<file path="src/include/asc_pkg.sv">
// constants, register map and carrier types of the async serial control block
// assumes a 50 MHz bus clock and an APB master with 32-bit data
package asc_pkg;

    // register indices; byte address on APB is four times the index
    localparam logic [7:0] IDX_FORMAT  = 8'h0E;
    localparam logic [7:0] IDX_ENABLE  = 8'h0F;
    localparam logic [7:0] IDX_STATUS  = 8'h10;
    localparam logic [7:0] IDX_DATA    = 8'h11;
    localparam logic [7:0] ADDR_FORMAT = {IDX_FORMAT[5:0], 2'b00};
    localparam logic [7:0] ADDR_ENABLE = {IDX_ENABLE[5:0], 2'b00};
    localparam logic [7:0] ADDR_STATUS = {IDX_STATUS[5:0], 2'b00};
    localparam logic [7:0] ADDR_DATA   = {IDX_DATA[5:0], 2'b00};

    // field positions of the format register
    localparam int FMT_RX9_POS  = 7;
    localparam int FMT_TX9_POS  = 6;
    localparam int FMT_WORD_POS = 4;
    localparam int FMT_WAKE_POS = 3;
    localparam logic [7:0] FMT_UNUSED_MASK = 8'h27;

    // values after reset
    localparam logic [7:0] ENABLE_RESET = 8'h00;

    // bit timing: fixed line rate, the block divides CLK by BIT_CYCLES in its own bit counters
    localparam int CLK_HZ     = 50_000_000;
    localparam int LINE_BAUD  = 115_200;
    localparam int BIT_CYCLES = CLK_HZ / LINE_BAUD;
    localparam int HALF_BIT   = BIT_CYCLES / 2;
    localparam logic [11:0] BIT_LAST  = 12'(BIT_CYCLES - 1);
    localparam logic [11:0] START_MID = 12'(BIT_CYCLES + HALF_BIT - 1);

    // frame lengths in bits, start and stop included
    localparam logic [3:0] FRAME_LEN8 = 4'hA;
    localparam logic [3:0] FRAME_LEN9 = 4'hB;

    typedef struct packed {
        logic tx_empty_irq_en;
        logic tx_done_irq_en;
        logic rx_full_irq_en;
        logic line_quiet_irq_en;
        logic tx_enable;
        logic rx_enable;
        logic rx_sleep_on;
        logic break_send_ctl;
    } asc_enable_t;

    typedef struct packed {
        logic rx_ninth_bit;
        logic tx_ninth_bit;
        logic word9;
        logic wake_addr;
    } asc_format_t;

    typedef enum logic [2:0] {
        TX_OFF   = 3'h0,
        TX_MARK  = 3'h1,
        TX_PRE   = 3'h2,
        TX_DATA  = 3'h3,
        TX_BRK   = 3'h4,
        TX_GUARD = 3'h5
    } asc_tx_state_t;

    typedef enum logic {
        RX_HUNT  = 1'b0,
        RX_SHIFT = 1'b1
    } asc_rx_state_t;

    function automatic logic [3:0] frame_len(input logic word9);
        frame_len = word9 ? FRAME_LEN9 : FRAME_LEN8;
    endfunction : frame_len

endpackage : asc_pkg

</file>
<file path="src/rtl/asc_serial_ctrl.sv">
// async serial control: APB register file, transmitter sequencing, receiver flags
// assumes an APB master on CLK and an asynchronous receive pin
`timescale 1ns/1ps

module asc_serial_ctrl
    import asc_pkg::*;
(
    // clock and reset
    input  wire logic        CLK,
    input  wire logic        RST,
    // apb slave
    input  wire logic        PSEL,
    input  wire logic        PENABLE,
    input  wire logic        PWRITE,
    input  wire logic [7:0]  PADDR,
    input  wire logic [31:0] PWDATA,
    output logic      [31:0] PRDATA,
    output logic             PREADY,
    output logic             PSLVERR,
    // serial line
    input  wire logic        RXD_IN,
    output logic             TXD_OUT,
    output logic             TXD_OE_N,
    // interrupt
    output logic             IRQ
);

    // apb handshake: one wait state, read data captured at the first access edge
    logic        pready_reg;
    logic [31:0] prdata_reg;
    logic        pslverr_reg;
    wire  acc_first = PSEL & PENABLE & ~pready_reg;
    wire  acc_done  = PSEL & PENABLE & pready_reg;
    wire  bus_wr    = acc_done & PWRITE;
    wire  bus_rd    = acc_done & ~PWRITE;
    wire  hit_fmt   = PADDR == ADDR_FORMAT;
    wire  hit_en    = PADDR == ADDR_ENABLE;
    wire  hit_st    = PADDR == ADDR_STATUS;
    wire  hit_dat   = PADDR == ADDR_DATA;
    wire  mapped    = hit_fmt | hit_en | hit_st | hit_dat;

    // register state
    asc_format_t fmt_reg, fmt_next;
    asc_enable_t ctl_reg, ctl_next;
    logic [7:0]  tdr_reg, rdr_reg, rdr_next;
    logic        tx_empty_flag_reg, tc_reg, rx_full_flag_reg, idle_reg, ovr_reg, fe_reg;
    logic        tx_seen_reg, rx_seen_reg, pre_pend_reg, idle_armed_reg;
    logic        irq_reg;

    // transmitter state
    asc_tx_state_t tx_state_reg, tx_state_next;
    logic [11:0]   tx_cnt_reg;
    logic [10:0]   tx_shift_reg, tx_shift_next;
    logic [3:0]    tx_left_reg, tx_left_next;
    logic          oe_n_reg;

    // receiver state
    asc_rx_state_t rx_state_reg;
    logic [2:0]    rx_sync_reg;
    logic          rx_line_reg;
    logic [11:0]   rx_cnt_reg;
    logic [3:0]    rx_left_reg, ones_reg;
    logic [9:0]    rx_shift_reg;

    wire [3:0] flen = frame_len(fmt_reg.word9);
    wire [7:0] status_byte = {tx_empty_flag_reg, tc_reg, rx_full_flag_reg, idle_reg, ovr_reg, 1'b0, fe_reg, 1'b0};
    wire [7:0] fmt_byte = {fmt_reg.rx_ninth_bit, fmt_reg.tx_ninth_bit, 1'b0, fmt_reg.word9,
                           fmt_reg.wake_addr, 3'h0};
    wire [7:0] rd_mux = hit_fmt ? fmt_byte :
                        hit_en  ? ctl_reg  :
                        hit_st  ? status_byte :
                        hit_dat ? rdr_reg  : 8'h00;

    always_ff @(posedge CLK or posedge RST) begin
        if (RST) begin
            pready_reg  <= 1'b0;
            prdata_reg  <= 32'h0000_0000;
            pslverr_reg <= 1'b0;
        end else begin
            pready_reg  <= acc_first;
            pslverr_reg <= acc_first & ~mapped;
            if (acc_first) begin
                prdata_reg <= {24'h00_0000, rd_mux};
            end
        end
    end

    // transmitter bit boundary and frame decisions
    wire tx_tick    = tx_cnt_reg == 12'h000;
    wire tx_decide  = tx_tick & (tx_left_reg <= 4'h1);
    wire tx_active  = (tx_state_reg == TX_PRE) | (tx_state_reg == TX_DATA) |
                      (tx_state_reg == TX_BRK) | (tx_state_reg == TX_GUARD);
    wire tx_load    = tx_decide & (tx_state_next == TX_DATA);
    wire tx_finish  = tx_decide & tx_active & ((tx_state_next == TX_MARK) | (tx_state_next == TX_OFF));
    wire pre_load   = tx_decide & (tx_state_next == TX_PRE);
    wire [10:0] data_frame = fmt_reg.word9 ? {1'b1, fmt_reg.tx_ninth_bit, tdr_reg, 1'b0}
                                           : {2'b11, tdr_reg, 1'b0};

    always_comb begin
        tx_state_next = tx_state_reg;
        tx_shift_next = tx_shift_reg;
        tx_left_next  = tx_left_reg;
        if (tx_decide) begin
            tx_left_next = flen;
            if (tx_state_reg == TX_BRK && !ctl_reg.break_send_ctl && ctl_reg.tx_enable) begin
                tx_state_next = TX_GUARD;
                tx_shift_next = 11'h7FF;
                tx_left_next  = 4'h1;
            end else if (!ctl_reg.tx_enable) begin
                tx_state_next = TX_OFF;
                tx_shift_next = 11'h7FF;
                tx_left_next  = 4'h1;
            end else if (pre_pend_reg) begin
                tx_state_next = TX_PRE;
                tx_shift_next = 11'h7FF;
            end else if (ctl_reg.break_send_ctl) begin
                tx_state_next = TX_BRK;
                tx_shift_next = 11'h000;
            end else if (!tx_empty_flag_reg) begin
                tx_state_next = TX_DATA;
                tx_shift_next = data_frame;
            end else begin
                tx_state_next = TX_MARK;
                tx_shift_next = 11'h7FF;
                tx_left_next  = 4'h1;
            end
        end else if (tx_tick) begin
            tx_shift_next = {1'b1, tx_shift_reg[10:1]};
            tx_left_next  = tx_left_reg - 4'h1;
        end
    end

    always_ff @(posedge CLK or posedge RST) begin
        if (RST) begin
            tx_state_reg <= TX_OFF;
            tx_cnt_reg   <= 12'h000;
            tx_shift_reg <= 11'h7FF;
            tx_left_reg  <= 4'h1;
            oe_n_reg     <= 1'b1;
        end else begin
            tx_cnt_reg   <= tx_tick ? BIT_LAST : tx_cnt_reg - 12'h001;
            tx_state_reg <= tx_state_next;
            tx_shift_reg <= tx_shift_next;
            tx_left_reg  <= tx_left_next;
            oe_n_reg     <= tx_state_next == TX_OFF;
        end
    end

    // receiver: three-stage synchroniser, change accepted when stages two and three agree
    wire rx_tick   = rx_cnt_reg == 12'h000;
    wire rx_run    = ctl_reg.rx_enable;
    wire rx_sample = rx_run & (rx_state_reg == RX_SHIFT) & rx_tick;
    wire rx_end    = rx_sample & (rx_left_reg == 4'h1);
    wire [9:0] rx_full  = {rx_line_reg, rx_shift_reg[9:1]};
    wire [7:0] rx_data  = fmt_reg.word9 ? rx_full[7:0] : rx_full[8:1];
    wire       rx_msb   = rx_full[8];
    wire       rx_stop  = rx_full[9];
    wire       sleeping = ctl_reg.rx_sleep_on;
    wire       line_idle = ones_reg >= flen;
    wire idle_event = rx_run & (rx_state_reg == RX_HUNT) & rx_tick & rx_line_reg &
                      (ones_reg == flen - 4'h1);
    wire wake_idle  = idle_event & sleeping & ~fmt_reg.wake_addr;
    wire wake_addr  = rx_end & sleeping & fmt_reg.wake_addr & rx_msb;
    wire rx_accept  = rx_end & (~sleeping | wake_addr);
    wire rx_store   = rx_accept & ~rx_full_flag_reg;
    wire ovr_set    = rx_accept & rx_full_flag_reg;
    wire fe_set     = rx_store & ~rx_stop;
    wire idle_set   = idle_event & ~sleeping & idle_armed_reg;

    always_ff @(posedge CLK or posedge RST) begin
        if (RST) begin
            rx_sync_reg  <= 3'h7;
            rx_line_reg  <= 1'b1;
            rx_state_reg <= RX_HUNT;
            rx_cnt_reg   <= BIT_LAST;
            rx_left_reg  <= 4'h0;
            ones_reg     <= 4'h0;
            rx_shift_reg <= 10'h3FF;
        end else begin
            rx_sync_reg <= {rx_sync_reg[1:0], RXD_IN};
            if (rx_sync_reg[1] == rx_sync_reg[2]) begin
                rx_line_reg <= rx_sync_reg[2];
            end
            if (!rx_run) begin
                rx_state_reg <= RX_HUNT;
                rx_cnt_reg   <= BIT_LAST;
                ones_reg     <= 4'h0;
            end else if (rx_state_reg == RX_HUNT) begin
                if (!rx_line_reg) begin
                    rx_state_reg <= RX_SHIFT;
                    rx_cnt_reg   <= START_MID;
                    rx_left_reg  <= flen - 4'h1;
                    ones_reg     <= 4'h0;
                end else begin
                    rx_cnt_reg <= rx_tick ? BIT_LAST : rx_cnt_reg - 12'h001;
                    if (rx_tick && !line_idle) begin
                        ones_reg <= ones_reg + 4'h1;
                    end
                end
            end else if (rx_tick) begin
                rx_shift_reg <= rx_full;
                rx_left_reg  <= rx_left_reg - 4'h1;
                rx_cnt_reg   <= BIT_LAST;
                if (rx_left_reg == 4'h1) begin
                    rx_state_reg <= RX_HUNT;
                    ones_reg     <= rx_stop ? 4'h1 : 4'h0;
                end
            end else begin
                rx_cnt_reg <= rx_cnt_reg - 12'h001;
            end
        end
    end

    // format register keeps its content through reset
    always_comb begin
        fmt_next = fmt_reg;
        rdr_next = rdr_reg;
        if (bus_wr && hit_fmt) begin
            fmt_next.tx_ninth_bit = PWDATA[FMT_TX9_POS];
            fmt_next.word9        = PWDATA[FMT_WORD_POS];
            fmt_next.wake_addr    = PWDATA[FMT_WAKE_POS];
        end
        if (rx_store) begin
            fmt_next.rx_ninth_bit = rx_msb;
            rdr_next              = rx_data;
        end
    end

    always_ff @(posedge CLK) begin
        fmt_reg <= fmt_next;
        rdr_reg <= rdr_next;
    end

    // enable register; a software write of the sleep bit wins over a wake in the same cycle
    always_comb begin
        ctl_next = ctl_reg;
        if (bus_wr && hit_en) begin
            ctl_next = PWDATA[7:0];
            if (!ctl_reg.rx_sleep_on && !fmt_reg.wake_addr && line_idle) begin
                ctl_next.rx_sleep_on = 1'b0;
            end
        end else if (wake_idle || wake_addr) begin
            ctl_next.rx_sleep_on = 1'b0;
        end
    end

    // flag clear sequence: status read with the flag set, then data access
    wire tx_clr = bus_wr & hit_dat & tx_seen_reg;
    wire rx_clr = bus_rd & hit_dat & rx_seen_reg;

    always_ff @(posedge CLK or posedge RST) begin
        if (RST) begin
            ctl_reg        <= ENABLE_RESET;
            tdr_reg        <= 8'h00;
            tx_empty_flag_reg       <= 1'b1;
            tc_reg         <= 1'b1;
            rx_full_flag_reg       <= 1'b0;
            idle_reg       <= 1'b0;
            ovr_reg        <= 1'b0;
            fe_reg         <= 1'b0;
            tx_seen_reg    <= 1'b0;
            rx_seen_reg    <= 1'b0;
            pre_pend_reg   <= 1'b0;
            idle_armed_reg <= 1'b1;
            irq_reg        <= 1'b0;
        end else begin
            ctl_reg <= ctl_next;
            if (bus_wr && hit_dat) begin
                tdr_reg <= PWDATA[7:0];
            end
            // set wins over clear on every flag
            pre_pend_reg <= (pre_pend_reg & ~pre_load) |
                            (bus_wr & hit_en & PWDATA[3] & ~ctl_reg.tx_enable);
            tx_empty_flag_reg <= (tx_empty_flag_reg & ~tx_clr) | tx_load;
            tc_reg   <= (tc_reg & ~tx_clr) | tx_finish;
            rx_full_flag_reg <= (rx_full_flag_reg & ~rx_clr) | rx_store;
            ovr_reg  <= (ovr_reg & ~rx_clr) | ovr_set;
            fe_reg   <= (fe_reg & ~rx_clr) | fe_set;
            idle_reg <= (idle_reg & ~rx_clr) | idle_set;
            idle_armed_reg <= (idle_armed_reg & ~idle_set) | rx_store;
            if (bus_rd && hit_st) begin
                tx_seen_reg <= tx_empty_flag_reg | tc_reg;
                rx_seen_reg <= rx_full_flag_reg | idle_reg | ovr_reg | fe_reg;
            end else begin
                tx_seen_reg <= tx_seen_reg & ~(bus_wr & hit_dat);
                rx_seen_reg <= rx_seen_reg & ~(bus_rd & hit_dat);
            end
            irq_reg <= (ctl_reg.tx_empty_irq_en & tx_empty_flag_reg) |
                       (ctl_reg.tx_done_irq_en & tc_reg) |
                       (ctl_reg.rx_full_irq_en & (rx_full_flag_reg | ovr_reg)) |
                       (ctl_reg.line_quiet_irq_en & idle_reg);
        end
    end

    assign PRDATA   = prdata_reg;
    assign PREADY   = pready_reg;
    assign PSLVERR  = pslverr_reg;
    assign TXD_OUT  = tx_shift_reg[0];
    assign TXD_OE_N = oe_n_reg;
    assign IRQ      = irq_reg;
endmodule : asc_serial_ctrl

</file>
<file path="config.mk">
export PLATFORM = sky130hd
export DESIGN_NAME = asc_serial_ctrl
export DESIGN_NICKNAME = d
export VERILOG_FILES = /design/src/include/asc_pkg.sv /design/src/rtl/asc_serial_ctrl.sv
export SDC_FILE = /design/constraint.sdc
export NUM_CORES = 1
export LEC_CHECK = 0
export BUFFER_PORTS_ARGS = -buffer_cell sky130_fd_sc_hd__buf_4
export CORE_MARGIN = 3
export CORE_UTILIZATION = 35
export CTS_CLUSTER_SIZE = 28
export DETAILED_ROUTE_END_ITERATION = 8
export GPL_ROUTABILITY_DRIVEN = 0
export PLACE_DENSITY = 0.59
export SYNTH_ARGS = -nofsm -noshare
export SYNTH_HDL_FRONTEND = slang
export SYNTH_SLANG_ARGS = --single-unit
</file>
<file path="constraint.sdc">
create_clock -name CLK -period 5.1 [get_ports CLK]
set_clock_uncertainty 0.05 [all_clocks]
set_input_delay 1.02 -clock CLK [delete_from_list [all_inputs] [get_ports CLK]]
set_output_delay 1.02 -clock CLK [all_outputs]
set_load 0.01 [all_outputs]
</file>
Yosys cells after proc, flatten, opt, wreduce, memory -nomap -nowiden
Cells that the tools add are included.

Add/sub/neg operators: 6. Order comparisons: 2. Equality and inequality tests: 19. Mux-type cells: 52. Bitwise operators: 89. Reductions and logical operators: 22.

Operators with widths (number): 11-bit 2-to-1 mux (6); 4-bit 2-to-1 mux (16); 12-bit 2-to-1 mux (5); 1-bit bitwise AND (50); 8-bit 2-to-1 mux (5); 12-bit zero test (2); 1-bit bitwise OR (24); 12-bit by 1-bit subtractor with 12-bit output (second input constant) (2); 10-bit 2-to-1 mux (2); 8-bit by 6-bit equality test with 1-bit output (second input constant) (2); 8-bit by 7-bit equality test with 1-bit output (second input constant) (2); 3-bit 2-to-1 mux (5); 1-bit inverter (15); 3-bit by 2-bit equality test with 1-bit output (second input constant) (4); 1-bit 2-to-1 mux (12); 4-bit by 1-bit subtractor with 4-bit output (second input constant) (3); 1-bit logical AND (9); 3-bit AND reduction (3); 3-bit equality test (second input constant) (2); 3-bit by 2-bit != test with 1-bit output (second input constant) (2); 4-bit by 1-bit adder with 4-bit output (second input constant) (1); 4-bit by 1-bit equality test with 1-bit output (second input constant) (1); 4-bit equality test (1); 4-bit >= comparator (1); other kinds (11) (15).

Bits in registers: 115. Output and inout bits: 37. Logic and storage cells: 230.

Longest topological paths before layout
Depth after elaboration: 11. Mapped depth: 8.

Least setup slack after synthesis
Ideal clock, no wire load.

Kind: input-to-reg. Start: input PADDR[3]. End: register idle_reg. Library setup time: 0.121 ns. Data arrival time: 2.433 ns. Required time: 4.929 ns. Slack: 2.496 ns. Cell stages on the path: 5. Path buffers: 1. Cell sequence: clkbuf_1 nor3_1 nand4_1 or2_2 a22o_1.

Word-level cells in the longest chain between the ends: 6.

Ends and longest elaborated chain: from (decl) (RTL line asc_serial_ctrl.sv:15) `input wire logic [7:0] PADDR,`; 8-bit by 7-bit equality test with 1-bit output (RTL line asc_serial_ctrl.sv:39) `wire hit_dat = PADDR == ADDR_DATA;`; 1-bit bitwise AND (2 in a row) (RTL line asc_serial_ctrl.sv:249) `wire rx_clr = bus_rd & hit_dat & rx_seen_reg;`; 1-bit inverter (RTL line asc_serial_ctrl.sv:279) `idle_reg <= (idle_reg & ~rx_clr) | idle_set;`; 1-bit bitwise AND (RTL line asc_serial_ctrl.sv:279); 1-bit bitwise OR (RTL line asc_serial_ctrl.sv:279); to (signal assigned) (RTL line asc_serial_ctrl.sv:279); to (decl) (RTL line asc_serial_ctrl.sv:46) `logic tx_empty_flag_reg, tc_reg, rx_full_flag_reg, idle_reg, ovr_reg, fe_reg;`.

Every way passes these cells. A chain may end at the register's enable or synchronous reset.

Worst setup path in the final report
Start: input PADDR[6]. End: register ctl_reg[6] (netlist name).

Word-level cells in the longest chain between the ends: 2.

Ends and longest elaborated chain: 8-bit by 6-bit equality test with 1-bit output (RTL line asc_serial_ctrl.sv:37) `wire hit_en = PADDR == ADDR_ENABLE;`; 1-bit logical AND (RTL line asc_serial_ctrl.sv:237) `if (bus_wr && hit_en) begin`; to (signal assigned) (RTL line asc_serial_ctrl.sv:267) `ctl_reg <= ctl_next;`; to (decl) (RTL line asc_serial_ctrl.sv:44) `asc_enable_t ctl_reg, ctl_next;`.

Every way passes these cells.

==> flow_summary.yaml <==
cts:
  clock_sinks: 114
  h_tree_depth_reported_by_cts: 4
  cts.hold.buffers_added: 0
  worstSkewPairLatency_ns: 0.42
  clock_tree.root_cell: "clkbuf_16"
  cts_post_setup_buffers_inserted: 0
  cts_tree: "yes"
  number_of_resized_instances_in_the_post_cts_repair_step: 0
  numCtsBuffers: 17
  maximum_buffer_depth_of_the_clock_tree: 2
  cts.clk_slew.worst_paths_ns: 0.06
timing:
  final_hold_violating_endpoints: 0
  fmax_mhz: 313
  final_setup_vio_count: 0
  final_critical_path_setup_slack_ns: 1.91
  final_max_slew_viol_count: 0
  worst_pin_slew_ns: 1.29
  final.min_clock_period_ns: 3.19
  grt_setup_unrepaired: "false"
  headroom_to_the_max_slew_limit_pct: 12.8
  timing.final.crit_share_pct: 62.6
  fin_tns_setup_ns: 0
global_route:
  global_route_usage_over_all_layers_pct: 15.2
  met3_routing_resource_usage_after_global_routing_pct: 2.97
  global_route.usage.met2_pct: 24.1
  grt_pass1_vias: 4428
  global_route.usage.met1_pct: 20.7
  grt_overflow: 0
  grt_start_max_net_pins: 65
  number_of_antenna_violations_at_the_first_check_in_global_routing: 0
  most_congested_layer_reported_by_global_routing: "met2"
  grt_pass1_wl_um: 22200
die:
  die_area_mm2: 0.0183
  floorplan.io_pins: 83
  number_of_placement_rows: 46
  core_area_mm2: 0.0161
  die_h_um: 135
  chipWidth_um: 135
  starting_density_of_the_core_pct: 36.3
synth:
  yosys_warnings: 0
  synth_enable_flop_cells: 12
  synth.ff_latch_count: 114
  yosysSeqAreaShare_pct: 50.5
  syn-mean-instance-area_um2: 10.5
  synthArstFlopShare_pct: 89.5
  syn_area_mm2: 0.00585
  ys_types: 69
  yosys_most_used_dff: "dfrtp_1"
  postSynthCellCount: 555
final_layout:
  fillers: 1552
  post_layout_nonfiller_instances: 816
  final_nets: 642
  area_of_the_multi_input_gates_mm2: 0.00262
  antennaDiodeCount: 0
  storage_element_area_mm2: 0.00296
  drive_above_1_share_pct: 25.5
  synthesis_to_finish_area_growth_pct: 16.1
place:
  dpl_worst_slack_ns: 1.60
  hpwl_um: 9170
  numPlacedInstances: 784
  numPortBuffers: 34
worst_setup_path:
  timing.critical_path.to_type: "register"
  start_to_end_type_of_the_worst_setup_path: "input pin to register"
  worst_setup_path_start_kind: "input pin"
  worst_ep_arrival_time_ns: 3.43
  critical_path.max_fanout: 10
  worst_setup_path_startpoint: "PADDR[6]"
  worst_ep_required_time_ns: 5.34
  worst_r2r_startpoint: "tx_cnt_reg[0]"
drt:
  drt_iter0_markers: 314
  drt-pass1-iter-count: 5
  route.detailed.vias_per_inst: 5.48
  drt_wl_total_um: 13400
  antenna_left: 0
  route.vias.total: 4471
  route.detailed.wl_per_inst_um: 16.4
  drcViolationCount: 0
hold_path:
  holdCritStartpoint: "rx_sync_reg[0]"
  hp-class: "register to register"
flow_run:
  maxCapViolations: 0
power_and_ir_drop:
  leakage_nw: 2.85
  irDropWorstVdd_v: 0.000235
  powerDensity_mw_per_mm2: 324
  power_mw: 2.20
outcome:
  outcome: "complete, no violations"
-- kinds of logic after synthesis --
logic type      share of synthesized area, %
simple gates                            17.7
compound gates                          13.6
flops                                   50.5
buf+inv                                 6.18
mux                                     7.42
xor+xnor                                2.54
fa+ha+maj                               2.09
other cells                           0.0641
-- cell usage in the layout (no fill, tap or decap), types with 12 or more instances in the layout --
cell,instances
nor2_1,38
nand2_1,36
dfstp_2,34
conb_1,24
a31oi_1,17
o21ai_0,34
a21oi_1,14
mux2_2,35
dfrtp_1,68
nand4_1,14
edfxtp_1,12
clkbuf_16,17
xor2_1,12
inv_1,22
buf_4,36
-- worst paths after layout --
kind,slack (ns),cells after the start,to
worst min register to register,0.31,0,rx_sync_reg[1]
worst min-delay path,0.31,0,rx_sync_reg[1]
max in group asynchronous,3.26,3,tx_shift_reg[7]
worst max-delay path,1.91,4,ctl_reg[6]
min in group asynchronous,0.70,2,rx_cnt_reg[6]
worst max register to register,2.42,6,tx_shift_reg[6]
-- cell type report --
cell class	count	share of cell area, %
flip-flops and latches	114	43.5
multi-input cells	395	38.6
clock buffers	17	6.26
repair buffers	36	3.98
well taps	216	3.98
clock inverters	15	2.38
inverters	23	1.31
-- per-layer routing --
| metal | vias to the layer above | routed length, um | share of wire (%) |
|---|---|---|---|
| met5 | - | 0 | 0 |
| met4 | 0 | 175 | 1.3 |
| met3 | 20 | 753 | 5.6 |
| met2 | 160 | 6460 | 48 |
| met1 | 2215 | 5990 | 45 |
| li1 | 2076 | - | - |
-- synthesized netlist by cell type, types with 5 or more instances --
cell	n	area share [%]
o21ai_0	34	2.9
xor2_1	12	1.8
o21ai_1	11	0.94
dfrtp_1	68	29
nand4_1	14	1.5
clkbuf_1	17	1.1
a31oi_1	17	1.8
a211oi_1	6	0.77
nor2_1	38	2.4
nand3_1	10	0.85
xnor2_1	5	0.75
ha_1	9	1.9
edfxtp_1	12	6.2
nand2_1	36	2.3
nand4b_1	9	1.3
or2_2	5	0.53
inv_1	23	1.5
a21oi_1	14	1.2
nor2b_1	5	0.53
mux2_2	35	6.7
or3_1	8	0.85
o31ai_1	8	1.0
nor3b_1	8	1.0
buf_4	24	3.1
nor4_1	6	0.64
nor3_1	11	0.94
dfstp_2	34	15
-- where the power goes --
group | internal, mW | switching, mW | total (mW)
logic | 0.0308 | 0.0549 | 0.0857
registers | 0.928 | 0.00759 | 0.936
clock network | 0.696 | 0.485 | 1.18
total | 1.65 | 0.548 | 2.20
-- worst max-delay path, stage by stage --
cell and delay, ns:
buf_4 0.11, nor4bb_1 1.06, nand4_1 0.74, mux2_2 0.50
-- metrics by stage --
step / instance area (um2) / hold WS, ns / utilization (%)
after floorplan: 5940 / 0.295 / -
after global placement: 6210 / 0.299 / 38.5
after detailed placement: 6210 / 0.299 / 38.5
after CTS: 6800 / 0.308 / 42.2
after global routing: 6800 / 0.309 / 42.2
final: 6800 / 0.308 / 42.2
Note: power is estimated with default switching activity, not from simulation.
